## src/design/codec_timing_pkg.sv

```systemverilog
`default_nettype none
package codec_timing_pkg;
    localparam logic [3:0]  LAST_BIT        = 4'hf;
    localparam logic [3:0]  LAST_GAP_SHIFT  = 4'h3;
    localparam logic [1:0]  SAMPLE_PHASE    = 2'h1;

    localparam logic [4:0]  COARSE_RESET    = 5'h09;
    localparam logic [5:0]  TRIM_RESET      = 6'h01;
    localparam logic [6:0]  FINE_RESET      = 7'h24;
    localparam logic [5:0]  CONTROL_RESET   = 6'h39;
    localparam logic [4:0]  MIN_LEGAL       = 5'h02;
    localparam logic [7:0]  MODULO_FIX      = 8'h40;

    localparam logic [1:0]  LOAD_PLAIN      = 2'h0;
    localparam logic [1:0]  LOAD_PLUS       = 2'h1;
    localparam logic [1:0]  LOAD_MINUS      = 2'h2;
    localparam logic [1:0]  LOAD_SECONDARY  = 2'h3;

    localparam logic [1:0]  SEL_COARSE      = 2'h0;
    localparam logic [1:0]  SEL_TRIM        = 2'h1;
    localparam logic [1:0]  SEL_FINE        = 2'h2;
    localparam logic [1:0]  SEL_CONTROL     = 2'h3;

    localparam int          DAC_LSB         = 2;
    localparam int          TX_COARSE_LSB   = 9;
    localparam int          RX_COARSE_LSB   = 2;
    localparam int          TX_TRIM_LSB     = 9;
    localparam int          RX_TRIM_LSB     = 2;
    localparam int          TX_FINE_LSB     = 8;
    localparam int          RX_FINE_LSB     = 2;
    localparam int          CONTROL_LSB     = 2;

    localparam int          CTRL_BANDPASS   = 0;
    localparam int          CTRL_LOOPBACK   = 1;
    localparam int          CTRL_AUX        = 2;
    localparam int          CTRL_SYNC       = 3;
    localparam int          CTRL_GAIN_LSB   = 4;

    typedef enum logic [1:0] {
        FRAME_IDLE,
        FRAME_PRIMARY,
        FRAME_GAP,
        FRAME_SECONDARY
    } frame_state_t;
endpackage
`default_nettype wire

```

## src/design/pin_sync2.sv

```systemverilog
`default_nettype none
module pin_sync2 (
    input  wire logic clock_i,
    input  wire logic reset_i,
    input  wire logic async_i,
    output logic      sync_o
);
    logic first_stage;

    always_ff @(posedge clock_i) begin
        if (reset_i) begin
            first_stage <= 1'b0;
            sync_o      <= 1'b0;
        end else begin
            first_stage <= async_i;
            sync_o      <= first_stage;
        end
    end
endmodule
`default_nettype wire

```

## src/design/conversion_period_timer.sv

```systemverilog
`default_nettype none
// two coarse segments per filter clock, fine_i of those per period
module conversion_period_timer (
    input  wire logic       clock_i,
    input  wire logic       reset_i,
    input  wire logic [6:0] coarse_i,
    input  wire logic [6:0] trimmed_i,
    input  wire logic [6:0] fine_i,
    input  wire logic       adjust_i,
    output logic            filter_tick_o,
    output logic            period_end_o,
    output logic            adjust_taken_o
);
    logic [6:0] seg_cnt;
    logic [7:0] half_cnt;

    wire       seg_done    = (seg_cnt <= 7'h01);
    wire [7:0] last_half   = {fine_i, 1'b0} - 8'h01;
    wire       period_done = (half_cnt >= last_half);
    wire [7:0] next_half   = period_done ? 8'h00 : half_cnt + 8'h01;
    // trim the final segment only
    wire       take_adjust = seg_done & adjust_i & (next_half == last_half);

    assign filter_tick_o  = seg_done;
    assign period_end_o   = seg_done & period_done;
    assign adjust_taken_o = take_adjust;

    always_ff @(posedge clock_i) begin
        if (reset_i) begin
            seg_cnt  <= {2'h0, codec_timing_pkg::COARSE_RESET};
            half_cnt <= 8'h00;
        end else if (seg_done) begin
            half_cnt <= next_half;
            seg_cnt  <= take_adjust ? trimmed_i : coarse_i;
        end else begin
            seg_cnt <= seg_cnt - 7'h01;
        end
    end
endmodule
`default_nettype wire

```

## src/design/codec_conversion_timing_control.sv

```systemverilog
// How it works
// reset gives 8 kHz at 5.184 MHz
// reset: coarse 9, trim 1, fine 24 hex, both ways
// reset sets control bits 7,6,5,2, clears 4,3
// sync mode times both ways from transmit registers
// tx trimmed coarse of 0 or 1 loads untrimmed
// negative tx trimmed coarse gets 40 hex added
// rx trimmed coarse of 0 or 1 loads untrimmed
// negative rx trimmed coarse gets 40 hex added
// coarse of 0 or 1 shuts conversion down
// fine written 0 or 1 becomes 24 hex
// D/A output holds its last value
// host keeps coarse, fine, trimmed coarse above 1
// trims are signed two's complement
// host spaces D/A frames at least 1/19.2 kHz
// host sends each adjust in its own frame
// one adjust alters one tx and one rx period
// trim lands near the period end
// rx adjust: current period if time remains, else next
// rx adjust ignored if period adjusted or scheduled
// tx and control secondary values act at once
// later rx values in an applied period dropped
// control: bandpass, loopback, aux, sync, gain
// filter clock master over twice coarse, rate over fine
// primary low bits: plain, plus, minus, secondary
// rx counters and registers unused in sync mode; rx coarse below 2 still shuts conversion down
// shutdown lasts until legal write or reset
`default_nettype none
module codec_conversion_timing_control (
    input  wire logic        clock_i,
    input  wire logic        reset_i,
    input  wire logic        serial_word_in_i,
    input  wire logic [15:0] adc_word_i,
    output logic             shift_clock_o,
    output logic             transmit_frame_sync_n_o,
    output logic             receive_frame_sync_n_o,
    output logic             serial_word_out_o,
    output logic [13:0]      dac_word_o,
    output logic             dac_strobe_o,
    output logic             adc_strobe_o,
    output logic             tx_filter_clock_o,
    output logic             rx_filter_clock_o,
    output logic             shutdown_o,
    output logic             bandpass_insert_o,
    output logic             loopback_enable_o,
    output logic             aux_input_enable_o,
    output logic             sync_mode_o,
    output logic [1:0]       input_gain_o
);
    logic [4:0]  tx_coarse_divider;
    logic [5:0]  tx_period_trim;
    logic [6:0]  tx_fine_divider;
    logic [4:0]  rx_coarse_divider;
    logic [5:0]  rx_period_trim;
    logic [6:0]  rx_fine_divider;
    logic [5:0]  mode_control;

    logic        din_sync;
    logic [1:0]  phase;
    logic [14:0] in_shift;
    logic [3:0]  bit_cnt;
    logic [13:0] dac_latch;
    logic        tx_req;
    logic        tx_adj_pend;
    logic        tx_adj_minus;
    logic        rx_adj_pend;
    logic        rx_adj_minus;
    logic        rx_adj_done;
    logic        rx_written;
    logic        rx_req;
    logic        rx_busy;
    logic [3:0]  rx_cnt;
    logic [15:0] out_shift;
    codec_timing_pkg::frame_state_t state;
    codec_timing_pkg::frame_state_t next_state;

    wire tx_tick;
    wire tx_end;
    wire tx_taken;
    wire rx_tick;
    wire rx_end;
    wire rx_taken;

    function automatic logic [6:0] coarse_load(input logic [4:0] base,
                                               input logic [5:0] trim,
                                               input logic       minus);
        logic signed [7:0] sum;
        logic signed [7:0] trim_ext;
        trim_ext = $signed({{2{trim[5]}}, trim});
        sum = minus ? $signed({3'h0, base}) - trim_ext : $signed({3'h0, base}) + trim_ext;
        if (sum == 8'sh00 || sum == 8'sh01) begin
            coarse_load = {2'h0, base};
        end else if (sum < 8'sh00) begin
            coarse_load = 7'(sum + $signed(codec_timing_pkg::MODULO_FIX));
        end else begin
            coarse_load = sum[6:0];
        end
    endfunction

    pin_sync2 u_din_sync (
        .clock_i (clock_i),
        .reset_i (reset_i),
        .async_i (serial_word_in_i),
        .sync_o  (din_sync)
    );

    wire [6:0] tx_trimmed = coarse_load(tx_coarse_divider, tx_period_trim, tx_adj_minus);
    wire [6:0] rx_trimmed = coarse_load(rx_coarse_divider, rx_period_trim, rx_adj_minus);

    // filter clock and conversion period from coarse and fine counters
    conversion_period_timer u_tx_timer (
        .clock_i        (clock_i),
        .reset_i        (reset_i),
        .coarse_i       ({2'h0, tx_coarse_divider}),
        .trimmed_i      (tx_trimmed),
        .fine_i         (tx_fine_divider),
        .adjust_i       (tx_adj_pend),
        .filter_tick_o  (tx_tick),
        .period_end_o   (tx_end),
        .adjust_taken_o (tx_taken)
    );

    conversion_period_timer u_rx_timer (
        .clock_i        (clock_i),
        .reset_i        (reset_i),
        .coarse_i       ({2'h0, rx_coarse_divider}),
        .trimmed_i      (rx_trimmed),
        .fine_i         (rx_fine_divider),
        .adjust_i       (rx_adj_pend),
        .filter_tick_o  (rx_tick),
        .period_end_o   (rx_end),
        .adjust_taken_o (rx_taken)
    );

    wire        sync_mode   = mode_control[codec_timing_pkg::CTRL_SYNC];
    // sync mode ignores the rx timer
    wire        adc_end     = sync_mode ? tx_end : rx_end;
    wire        adc_tick    = sync_mode ? tx_tick : rx_tick;
    wire        rx_async_end = ~sync_mode & rx_end;
    wire        sample_en   = (phase == codec_timing_pkg::SAMPLE_PHASE);
    wire [15:0] full_word   = {in_shift, din_sync};
    wire [1:0]  low_bits    = full_word[1:0];
    wire        shifting    = (state == codec_timing_pkg::FRAME_PRIMARY) ||
                              (state == codec_timing_pkg::FRAME_SECONDARY);
    wire        word_done   = sample_en & shifting & (bit_cnt == codec_timing_pkg::LAST_BIT);
    wire        primary_done   = word_done & (state == codec_timing_pkg::FRAME_PRIMARY);
    wire        secondary_done = word_done & (state == codec_timing_pkg::FRAME_SECONDARY);
    wire        tx_start    = sample_en & (state == codec_timing_pkg::FRAME_IDLE) & tx_req;
    // plus and minus trim requests
    wire        adj_cmd     = primary_done & ((low_bits == codec_timing_pkg::LOAD_PLUS) ||
                                              (low_bits == codec_timing_pkg::LOAD_MINUS));
    wire        rx_adj_cmd  = adj_cmd & ~sync_mode & ~rx_adj_pend & ~rx_adj_done;
    wire        sec_rx_write = secondary_done & (low_bits != codec_timing_pkg::SEL_CONTROL);
    wire        rx_accept   = ~rx_written;
    wire        rx_start    = sync_mode ? tx_start : (sample_en & rx_req & ~rx_busy);
    wire        illegal     = (tx_coarse_divider < codec_timing_pkg::MIN_LEGAL) ||
                              (rx_coarse_divider < codec_timing_pkg::MIN_LEGAL);
    wire [6:0]  tx_fine_new = full_word[codec_timing_pkg::TX_FINE_LSB +: 7];
    wire [6:0]  rx_fine_new = {1'b0, full_word[codec_timing_pkg::RX_FINE_LSB +: 6]};

    always_comb begin
        next_state = state;
        case (state)
            codec_timing_pkg::FRAME_IDLE: begin
                if (tx_start) begin
                    next_state = codec_timing_pkg::FRAME_PRIMARY;
                end
            end
            codec_timing_pkg::FRAME_PRIMARY: begin
                if (primary_done) begin
                    next_state = (low_bits == codec_timing_pkg::LOAD_SECONDARY) ?
                                 codec_timing_pkg::FRAME_GAP : codec_timing_pkg::FRAME_IDLE;
                end
            end
            codec_timing_pkg::FRAME_GAP: begin
                if (sample_en && bit_cnt == codec_timing_pkg::LAST_GAP_SHIFT) begin
                    next_state = codec_timing_pkg::FRAME_SECONDARY;
                end
            end
            codec_timing_pkg::FRAME_SECONDARY: begin
                if (secondary_done) begin
                    next_state = codec_timing_pkg::FRAME_IDLE;
                end
            end
            default: next_state = codec_timing_pkg::FRAME_IDLE;
        endcase
    end

    // shift clock: master over four
    always_ff @(posedge clock_i) begin
        if (reset_i) begin
            phase         <= 2'h0;
            shift_clock_o <= 1'b0;
        end else begin
            phase         <= phase + 2'h1;
            shift_clock_o <= ~phase[1];
        end
    end

    always_ff @(posedge clock_i) begin
        if (reset_i) begin
            state                   <= codec_timing_pkg::FRAME_IDLE;
            bit_cnt                 <= 4'h0;
            in_shift                <= 15'h0000;
            transmit_frame_sync_n_o <= 1'b1;
        end else begin
            state                   <= next_state;
            transmit_frame_sync_n_o <= ~((next_state == codec_timing_pkg::FRAME_PRIMARY) ||
                                         (next_state == codec_timing_pkg::FRAME_SECONDARY));
            if (next_state != state) begin
                bit_cnt <= 4'h0;
            end else if (sample_en) begin
                bit_cnt <= bit_cnt + 4'h1;
            end
            if (sample_en && shifting) begin
                in_shift <= full_word[14:0];
            end
        end
    end

    // set beats clear
    always_ff @(posedge clock_i) begin
        if (reset_i) begin
            tx_req       <= 1'b0;
            rx_req       <= 1'b0;
            tx_adj_pend  <= 1'b0;
            tx_adj_minus <= 1'b0;
            rx_adj_pend  <= 1'b0;
            rx_adj_minus <= 1'b0;
            rx_adj_done  <= 1'b0;
            rx_written   <= 1'b0;
        end else begin
            tx_req <= tx_end | (tx_req & ~tx_start);
            rx_req <= rx_async_end | (rx_req & ~(rx_start & ~sync_mode));
            // trim one last segment
            tx_adj_pend <= adj_cmd | (tx_adj_pend & ~tx_taken);
            if (adj_cmd) begin
                tx_adj_minus <= (low_bits == codec_timing_pkg::LOAD_MINUS);
            end
            // pending rolls over if its point passed
            rx_adj_pend <= rx_adj_cmd | (rx_adj_pend & ~rx_taken);
            if (rx_adj_cmd) begin
                rx_adj_minus <= (low_bits == codec_timing_pkg::LOAD_MINUS);
            end
            rx_adj_done <= rx_taken | (rx_adj_done & ~rx_end);
            rx_written  <= (sec_rx_write & rx_accept) | (rx_written & ~rx_end);
        end
    end

    always_ff @(posedge clock_i) begin
        if (reset_i) begin
            tx_coarse_divider <= codec_timing_pkg::COARSE_RESET;
            tx_period_trim    <= codec_timing_pkg::TRIM_RESET;
            tx_fine_divider   <= codec_timing_pkg::FINE_RESET;
            rx_coarse_divider <= codec_timing_pkg::COARSE_RESET;
            rx_period_trim    <= codec_timing_pkg::TRIM_RESET;
            rx_fine_divider   <= codec_timing_pkg::FINE_RESET;
            mode_control      <= codec_timing_pkg::CONTROL_RESET;
        end else if (secondary_done) begin
            // tx and control always land
            case (low_bits)
                codec_timing_pkg::SEL_COARSE: begin
                    tx_coarse_divider <= full_word[codec_timing_pkg::TX_COARSE_LSB +: 5];
                    if (rx_accept) begin
                        rx_coarse_divider <= full_word[codec_timing_pkg::RX_COARSE_LSB +: 5];
                    end
                end
                codec_timing_pkg::SEL_TRIM: begin
                    tx_period_trim <= full_word[codec_timing_pkg::TX_TRIM_LSB +: 6];
                    if (rx_accept) begin
                        rx_period_trim <= full_word[codec_timing_pkg::RX_TRIM_LSB +: 6];
                    end
                end
                codec_timing_pkg::SEL_FINE: begin
                    tx_fine_divider <= (tx_fine_new < 7'h02) ?
                                       codec_timing_pkg::FINE_RESET : tx_fine_new;
                    if (rx_accept) begin
                        rx_fine_divider <= (rx_fine_new < 7'h02) ?
                                           codec_timing_pkg::FINE_RESET : rx_fine_new;
                    end
                end
                default: begin
                    mode_control <= full_word[codec_timing_pkg::CONTROL_LSB +: 6];
                end
            endcase
        end
    end

    always_ff @(posedge clock_i) begin
        if (reset_i) begin
            dac_latch         <= 14'h0000;
            dac_word_o        <= 14'h0000;
            dac_strobe_o      <= 1'b0;
            adc_strobe_o      <= 1'b0;
            tx_filter_clock_o <= 1'b0;
            rx_filter_clock_o <= 1'b0;
            shutdown_o        <= 1'b0;
        end else begin
            if (primary_done) begin
                dac_latch <= full_word[15:codec_timing_pkg::DAC_LSB];
            end
            // moves only at a conversion
            if (tx_end && !illegal) begin
                dac_word_o <= dac_latch;
            end
            dac_strobe_o <= tx_end & ~illegal;
            adc_strobe_o <= adc_end & ~illegal;
            if (tx_tick) begin
                tx_filter_clock_o <= ~tx_filter_clock_o;
            end
            if (adc_tick) begin
                rx_filter_clock_o <= ~rx_filter_clock_o;
            end
            shutdown_o <= illegal;
        end
    end

    // converter word out
    always_ff @(posedge clock_i) begin
        if (reset_i) begin
            rx_busy                <= 1'b0;
            rx_cnt                 <= 4'h0;
            out_shift              <= 16'h0000;
            serial_word_out_o      <= 1'b0;
            receive_frame_sync_n_o <= 1'b1;
        end else if (rx_start) begin
            rx_busy                <= 1'b1;
            rx_cnt                 <= 4'h0;
            out_shift              <= adc_word_i;
            serial_word_out_o      <= adc_word_i[15];
            receive_frame_sync_n_o <= 1'b0;
        end else if (sample_en && rx_busy) begin
            rx_cnt            <= rx_cnt + 4'h1;
            out_shift         <= {out_shift[14:0], 1'b0};
            serial_word_out_o <= out_shift[14];
            if (rx_cnt == codec_timing_pkg::LAST_BIT) begin
                rx_busy                <= 1'b0;
                receive_frame_sync_n_o <= 1'b1;
            end
        end
    end

    assign bandpass_insert_o  = mode_control[codec_timing_pkg::CTRL_BANDPASS];
    assign loopback_enable_o  = mode_control[codec_timing_pkg::CTRL_LOOPBACK];
    assign aux_input_enable_o = mode_control[codec_timing_pkg::CTRL_AUX];
    assign sync_mode_o        = mode_control[codec_timing_pkg::CTRL_SYNC];
    assign input_gain_o       = mode_control[codec_timing_pkg::CTRL_GAIN_LSB +: 2];
endmodule
`default_nettype wire

```

## config.mk

```make
export PLATFORM = sky130hd
export DESIGN_NAME = codec_conversion_timing_control
export DESIGN_NICKNAME = d
export VERILOG_FILES = /design/src/design/codec_timing_pkg.sv /design/src/design/pin_sync2.sv /design/src/design/conversion_period_timer.sv /design/src/design/codec_conversion_timing_control.sv
export SDC_FILE = /design/constraint.sdc
export NUM_CORES = 1
export LEC_CHECK = 0
export BUFFER_PORTS_ARGS = -buffer_cell sky130_fd_sc_hd__buf_2
export CAP_MARGIN = 20
export CELL_PAD_IN_SITES_DETAIL_PLACEMENT = 1
export CELL_PAD_IN_SITES_GLOBAL_PLACEMENT = 1
export CORE_MARGIN = 4
export CORE_UTILIZATION = 46
export CTS_CLUSTER_SIZE = 16
export DETAILED_ROUTE_END_ITERATION = 10
export PLACE_DENSITY_LB_ADDON = 0.1
export SLEW_MARGIN = 20
export SYNTH_ARGS = -nofsm -noshare
export SYNTH_HDL_FRONTEND = slang
export SYNTH_SLANG_ARGS = --single-unit
```

## constraint.sdc

```tcl
create_clock -name clock_i -period 4.7 [get_ports clock_i]
set_input_delay 0.94 -clock clock_i [delete_from_list [all_inputs] [get_ports clock_i]]
set_output_delay 0.94 -clock clock_i [all_outputs]
set_load 0.03 [all_outputs]
```

Word level (Yosys, flattened, before mapping)
Cells that the tools add are included.

Input port bits: 19. Output and inout port bits: 29. Register bits: 162. Logic and storage cells: 195.

Add/subtract/negate cells: 15. Equal/unequal tests: 18. $lt $le $gt $ge: 10. Muxes and demuxes: 33. Bitwise logic cells: 52. Reductions and logical operators: 28.

Operators by type and width (count): $mux W7 (9); $mux W8 (4); $and A1 B1 Y1 (30); $mux W15 (2); $add A8 B1 Y8 const B (2); $eq A8 B2 Y1 const B (2); $eq A8 B8 Y1 (2); $ge A8 B8 Y1 (2); $logic_not A8 Y1 (2); $lt A8 B1 Y1 const B (2); $not A1 Y1 (16); $sub A8 B1 Y8 const B (2); $add A6 B6 Y7 (2); $add A7 B7 Y7 const B (2); $le A7 B1 Y1 const B (2); $sub A6 B6 Y7 (2); $sub A7 B1 Y7 const B (2); $mux W1 (11); $eq A2 B2 Y1 const B (5); $lt A5 B2 Y1 const B (2); $mux W2 (5); $reduce_and A2 Y1 (5); $reduce_and A3 Y1 (3); $add A4 B1 Y4 const B (2); 18 further kinds (38).

Depth between registers and ports, before layout
Depth in word-level cells: 10. Mapped depth: 15. Depth with buffers taken out: 13.

Hierarchy
A second synthesis with hierarchy kept.

Cell total of the unflattened synthesis: 1045. Area total of the unflattened synthesis: 8582.0 µm².

Modules (own cells, without submodules): codec_conversion_timing_control (cells an instance 719, times used 1, area each 5894.4 µm², sequential area each 2582.5 µm²); conversion_period_timer (cells an instance 161, times used 2, area each 1317.5 µm², sequential area each 300.3 µm²); pin_sync2 (cells an instance 4, times used 1, area each 52.6 µm², sequential area each 40.0 µm²).

Worst setup path after synthesis
No wires, ideal clock.

Path type: reg2reg. Start: register tx_fine_divider[0]. End: register dac_word_o[5]. Slack: 1.419 ns. Period minus slack after synthesis: 3.281 ns. Stages on the path, launching flop included: 13. Arrival: 3.154 ns. Path buffers: 1. Required time: 4.572 ns. Cell sequence: dfxtp_1 > or4_1 > or3_1 > and2_1 > ha_1 > a21o_1 > a21o_1 > a21o_1 > and2_1 > nand2_1 > buf_2 > mux2i_1 > nor2_1.

Cells in the longest elaborated chain, start to end: 4.

Ends and longest elaborated chain: from (decl) (RTL line codec_conversion_timing_control.sv:52) `logic [6:0] tx_fine_divider;`; from (signal assigned) (RTL line codec_conversion_timing_control.sv:254) `tx_fine_divider <= codec_timing_pkg::FINE_RESET;`; from (signal assigned) (RTL line codec_conversion_timing_control.sv:275) `tx_fine_divider <= (tx_fine_new < 7'h02) ?`; $sub A8 B1 Y8 (RTL line conversion_period_timer.sv:18) `wire [7:0] last_half = {fine_i, 1'b0} - 8'h01;`; $ge A8 B8 Y1 (RTL line conversion_period_timer.sv:19) `wire period_done = (half_cnt >= last_half);`; $and A1 B1 Y1 (RTL line conversion_period_timer.sv:25) `assign period_end_o = seg_done & period_done;`; $logic_and A1 B1 Y1 (RTL line codec_conversion_timing_control.sv:303) `if (tx_end && !illegal) begin`; to (signal assigned) (RTL line codec_conversion_timing_control.sv:304) `dac_word_o <= dac_latch;`; to (decl) (RTL line codec_conversion_timing_control.sv:38) `output logic [13:0] dac_word_o,`.

Every way passes these cells. A chain may end at the register's enable or synchronous reset.

Final worst setup path
Start: register phase[1]. End: register rx_coarse_divider[3].

Cells in the longest elaborated chain, start to end: 5.

Ends and longest elaborated chain: from (decl) (RTL line codec_conversion_timing_control.sv:59) `logic [1:0] phase;`; from (signal assigned) (RTL line codec_conversion_timing_control.sv:195) `phase <= phase + 2'h1;`; $eq A2 B1 Y1 (RTL line codec_conversion_timing_control.sv:140) `wire sample_en = (phase == codec_timing_pkg::SAMPLE_PHASE);`; $and A1 B1 Y1 (2 in series) (RTL line codec_conversion_timing_control.sv:145) `wire word_done = sample_en & shifting & (bit_cnt == codec_timing_pkg::LAST_BIT);`; $and A1 B1 Y1 (RTL line codec_conversion_timing_control.sv:147) `wire secondary_done = word_done & (state == codec_timing_pkg::FRAME_SECONDARY);`; $reduce_and A3 Y1 (no line); to (signal assigned) (RTL line codec_conversion_timing_control.sv:255) `rx_coarse_divider <= codec_timing_pkg::COARSE_RESET;`; to (signal assigned) (RTL line codec_conversion_timing_control.sv:265) `rx_coarse_divider <= full_word[codec_timing_pkg::RX_COARSE_LSB +: 5];`; to (decl) (RTL line codec_conversion_timing_control.sv:53) `logic [4:0] rx_coarse_divider;`.

Every way passes these cells.

==> reports/qor.txt <==
=====================================================================================
Final period util                                                              75.99%
Buffers & Inverters on Critical Path                                                2
Layout cell share with drive strength beyond 1                                 9.990%
Area taken by multi-input logic gates                                    0.004611 sq mm
Post-CTS Setup Bufs                                                                 0
FP Rows                                                                            48
Setup TNS                                                                        0 ns
Slowest-stage cell, CP                                                   sky130_fd_sc_hd__and2_1
Width of the chip                                                            140.9 um
Vias in the first global route                                                  7,183
Net Sw Power                                                                 939.4 uW
Post-CTS Hold Buffers                                                               0
Clock network latency to the later pin of the worst-skew pair                 0.43 ns
Top-area cell type share of the netlist area                                   39.70%
Post-route core utilization                                                    52.98%
Crit path launch type                                                        register
CP Class                                                                 register to register
Internal power contribution                                                  2.475 mW
Worst R2R End                                                            rx_coarse_divider[3]
Post_cts resized                                                                    0
Clk root buf                                                             sky130_fd_sc_hd__clkbuf_16
Post-synth top area cell                                                 sky130_fd_sc_hd__dfxtp_1
Number of detailed-route iterations in the first pass                               4
Average wire length per cell after detail routing                            16.71 um
TritonCTS clock tree                                                              yes
Seq/Total Area, Yosys                                                          39.70%
TritonCTS Sinks                                                                   161
Net count reported at finish                                                    1,071
Worst hold-check path type                                               register to register
Clock power share                                                               43.7%
Area share of fa/ha/maj cells after synthesis                                  6.966%
CTS Buffer Depth                                                                    2
Clock period minus worst slack                                               3.572 ns
Mean cell area of the mapped netlist                                      8.285 sq um
Largest delay contributor family on the critical path                    simple AND/OR/NAND/NOR gates
Clock buffer count from CTS                                                        17
Max cap viols                                                                       0
H-tree depth                                                                        4
Die span in y                                                                140.9 um
Largest driver fanout on the critical path                                         16
CP Cell Sequence                                                         inv_1 -> ha_1 -> and2_1 -> nand4_1 -> nor2_1 -> buf_4 -> nand2_1 -> nor2_1 -> nor2b_1 -> a211o_1
Worst relative slew slack                                                      40.27%
Violation count after the first detailed-routing iteration                        345
Most common cell on crit path                                            sky130_fd_sc_hd__nor2_1
Maximum number of pins on one net before global-route repair                       81
Leftover overflow at the end of global routing                                      0
Die area                                                                 0.01984 sq mm
Total power                                                                  3.414 mW
Maximum frequency from static timing analysis                              0.2800 GHz
Final max-slew violation count                                                      0
Post-synthesis instance area                                             0.008119 sq mm
Sequential power share                                                          43.8%
Post-synth ARST share                                                              0%
Post-synthesis share of cell area spent on and, or, nand and nor gates         23.36%
Floorplan Core Area                                                      0.01730 sq mm
Antenna violations before repair                                                    0
CP arrival                                                                    3.89 ns
Source of the worst register-to-register timing path                         phase[1]
Main flop type after synthesis                                           sky130_fd_sc_hd__dfxtp_1
Layout Skew                                                                0.01152 ns
Cells after Synth                                                                 980
Unrepaired setup endpoints after global routing                                    no
Largest family of logic cells by synthesized area                        simple AND/OR/NAND/NOR gates
Crit. End Element                                                            register
Worst-case vdd ir drop                                                    0.0002702 V
Yosys warning count                                                                 0
FF/Latch Area                                                            0.003223 sq mm
Post-route ant nets                                                                 0
I/O pin count                                                                      48
Clock-pin slew of the registers on the worst-case setup and hold paths        0.07 ns
Largest cells by area after synthesis                                    sky130_fd_sc_hd__dfxtp_1 40%, sky130_fd_sc_hd__nand2_1 7.3%, sky130_fd_sc_hd__ha_1 6.5%
Diode insertion count for antenna repair                                            0
Synth Area in Compound Gates                                                   17.18%
Slowest Stage Delay on Critical Path                                          0.58 ns
End of the critical path                                                 rx_coarse_divider[3]
Data required, critical path                                                  5.02 ns
Depth of the worst register-to-register path                                       10
Layout-stage area growth over the synthesis result                             12.87%
Net switching share of the total power                                         27.51%
Post-route DRC violation count                                                      0
Start point of the critical path                                             phase[1]
Wire length of the first global-routing pass                                36,390 um
Total of flip-flops plus latches after synthesis                                  161
Leakage power total                                                          3.635 nW
Number of hold-slack violations in the final timing report                          0
Share of power burned in combinational logic                                    12.4%
Initial core utilization                                                       46.94%
RD Place Congestion                                                            0.7837
Vias per cell                                                                   5.607
Quantity of I/O buffers inserted on ports                                          47
Setup violators final                                                               0
Fraction of synthesized cell area in xor and xnor cells                        6.365%
Final wirelength                                                            20,820 um
Multiplexer share of the synthesized area                                      2.866%
Register-to-Register Setup Slack                                              1.13 ns
Post-synthesis net count                                                        1,043
Via total after detailed routing                                                6,986
Count of fill cells added during filler insertion                               2,093
Levels on crit path                                                                10
Result of the run                                                        finished, final reports clean
Areal power density over the cells                                       372.6 mW/mm^2
All-layer global routing usage                                                 21.98%
Count of flip-flops with a built-in enable after synthesis                          0
Worst slew pin tran                                                         0.8943 ns
Sum of net half-perimeters after detailed placement                         14,620 um
Post-synthesis cell type count                                                     62
=====================================================================================
state kept, by name, indices dropped and copies added, names as in the netlist, 8 cells and up:
| signal | cells |
|---|---|
| dac_latch | 14 |
| out_shift | 15 |
| u_tx_timer.half_cnt | 8 |
| dac_word_o | 14 |
| u_rx_timer.half_cnt | 8 |
| in_shift | 15 |
layout make-up:
class                      count  area share [%]
clock buffer                  18           4.792
clock inverter                14           2.130
inverter                      27           1.106
multi-input combinational    744           50.31
sequential                   161           35.17
tap                          225           3.072
timing repair buffer          57           3.413
cell families (layout without fill, tap and decap cells):
family,after synthesis,in the layout
AOI/OAI and AO/OA,216,216
and+or+nand+nor,402,402
xor gates and xnor gates,59,59
DFF,161,161
muxes,23,23
buffers and inverters,75,116
adders and majority gates,44,44
cells in the mapped netlist, types with 14 or more instances:
| master | count |
|---|---|
| sky130_fd_sc_hd__ha_1 | 42 |
| sky130_fd_sc_hd__a21oi_1 | 94 |
| sky130_fd_sc_hd__a211o_1 | 15 |
| sky130_fd_sc_hd__a311oi_1 | 16 |
| sky130_fd_sc_hd__nor3_1 | 14 |
| sky130_fd_sc_hd__mux2i_1 | 21 |
| sky130_fd_sc_hd__dfxtp_1 | 161 |
| sky130_fd_sc_hd__inv_1 | 27 |
| sky130_fd_sc_hd__xor2_1 | 15 |
| sky130_fd_sc_hd__nand3_1 | 23 |
| sky130_fd_sc_hd__o21ai_0 | 33 |
| sky130_fd_sc_hd__nand2_1 | 158 |
| sky130_fd_sc_hd__xnor2_1 | 44 |
| sky130_fd_sc_hd__clkbuf_1 | 40 |
| sky130_fd_sc_hd__nor2_1 | 108 |
how the worst min path moves through the flow:
stage / end / cells after the start / startpoint / slack, ns
CTS: phase[0] / 1 / phase[0] / 0.42
global placement: phase[0] / 1 / phase[0] / 0.40
floorplan: phase[0] / 1 / phase[0] / 0.39
detailed placement: phase[0] / 1 / phase[0] / 0.41
finish: phase[0] / 1 / phase[0] / 0.42
global route: phase[0] / 1 / phase[0] / 0.45
cell usage in the layout, fill, tap and decap left out, types with 5 or more instances in the layout:
cell,synthesis,routed
sky130_fd_sc_hd__xnor2_1,44,44
sky130_fd_sc_hd__mux2i_1,21,21
sky130_fd_sc_hd__buf_2,3,46
sky130_fd_sc_hd__nor2_1,108,108
sky130_fd_sc_hd__dfxtp_1,161,161
sky130_fd_sc_hd__a211o_1,15,15
sky130_fd_sc_hd__nand3b_1,6,6
sky130_fd_sc_hd__ha_1,42,42
sky130_fd_sc_hd__nand2_1,158,158
sky130_fd_sc_hd__and3_1,12,12
sky130_fd_sc_hd__or4_1,5,5
sky130_fd_sc_hd__xor2_1,15,15
sky130_fd_sc_hd__nor4_1,7,7
sky130_fd_sc_hd__and2_1,7,7
sky130_fd_sc_hd__a21o_1,11,11
sky130_fd_sc_hd__inv_1,27,27
sky130_fd_sc_hd__buf_4,1,11
sky130_fd_sc_hd__nand4_1,5,5
sky130_fd_sc_hd__o21ai_0,33,33
sky130_fd_sc_hd__nand3_1,23,23
sky130_fd_sc_hd__a21oi_1,94,93
sky130_fd_sc_hd__a22oi_1,7,7
sky130_fd_sc_hd__clkbuf_16,0,17
sky130_fd_sc_hd__nor3b_1,10,10
sky130_fd_sc_hd__a211oi_1,8,8
sky130_fd_sc_hd__or3_1,10,10
sky130_fd_sc_hd__nor2b_1,12,12
sky130_fd_sc_hd__a311oi_1,16,16
sky130_fd_sc_hd__nor3_1,14,14
sky130_fd_sc_hd__nand2b_1,8,8
per-layer routing:
| layer | track usage (%) | vias to the layer above | share of wire (%) |
|---|---|---|---|
| met4 | 6.068 | 0 | 1.5 |
| met3 | 3.256 | 26 | 2.4 |
| met2 | 35.33 | 94 | 46 |
| met1 | 30.90 | 3384 | 50 |
| met5 | 0 | - | 0 |
| li1 | - | 3482 | - |
stage by stage:
stage                     instances  area, sq um  setup WS (ns)  hold WS, ns
after global placement         1214         8529          1.250       0.4035
after global routing           1246         9164         0.7956       0.4500
after detailed placement       1214         8529          1.139       0.4106
after CTS                      1246         9164          1.099       0.4194
after floorplan                 980         8119          1.419       0.3896
final                          1246         9164          1.128       0.4194
power groups by stage:
| stage | sequential (mW) | combinational, mW | clock, mW |
|---|---|---|---|
| after floorplan | 1.53 | 0.310 | 0 |
| after global placement | 1.53 | 0.417 | 0 |
| after detailed placement | 1.53 | 0.426 | 0 |
| after CTS | 1.50 | 0.431 | 1.52 |
| after global routing | 1.51 | 0.484 | 1.58 |
| final | 1.50 | 0.424 | 1.49 |
worst reg2reg max path, delay by kind of cell, from the launching register on:
family / cells / cell delay (ns)
AOI/OAI and AO/OA: 1 / 0.28
and+or+nand+nor: 6 / 2.10
buffers and inverters: 2 / 0.31
adders and majority gates: 1 / 0.46
DFF: 1 / 0.31
Note: power is estimated with default switching activity, not from simulation.
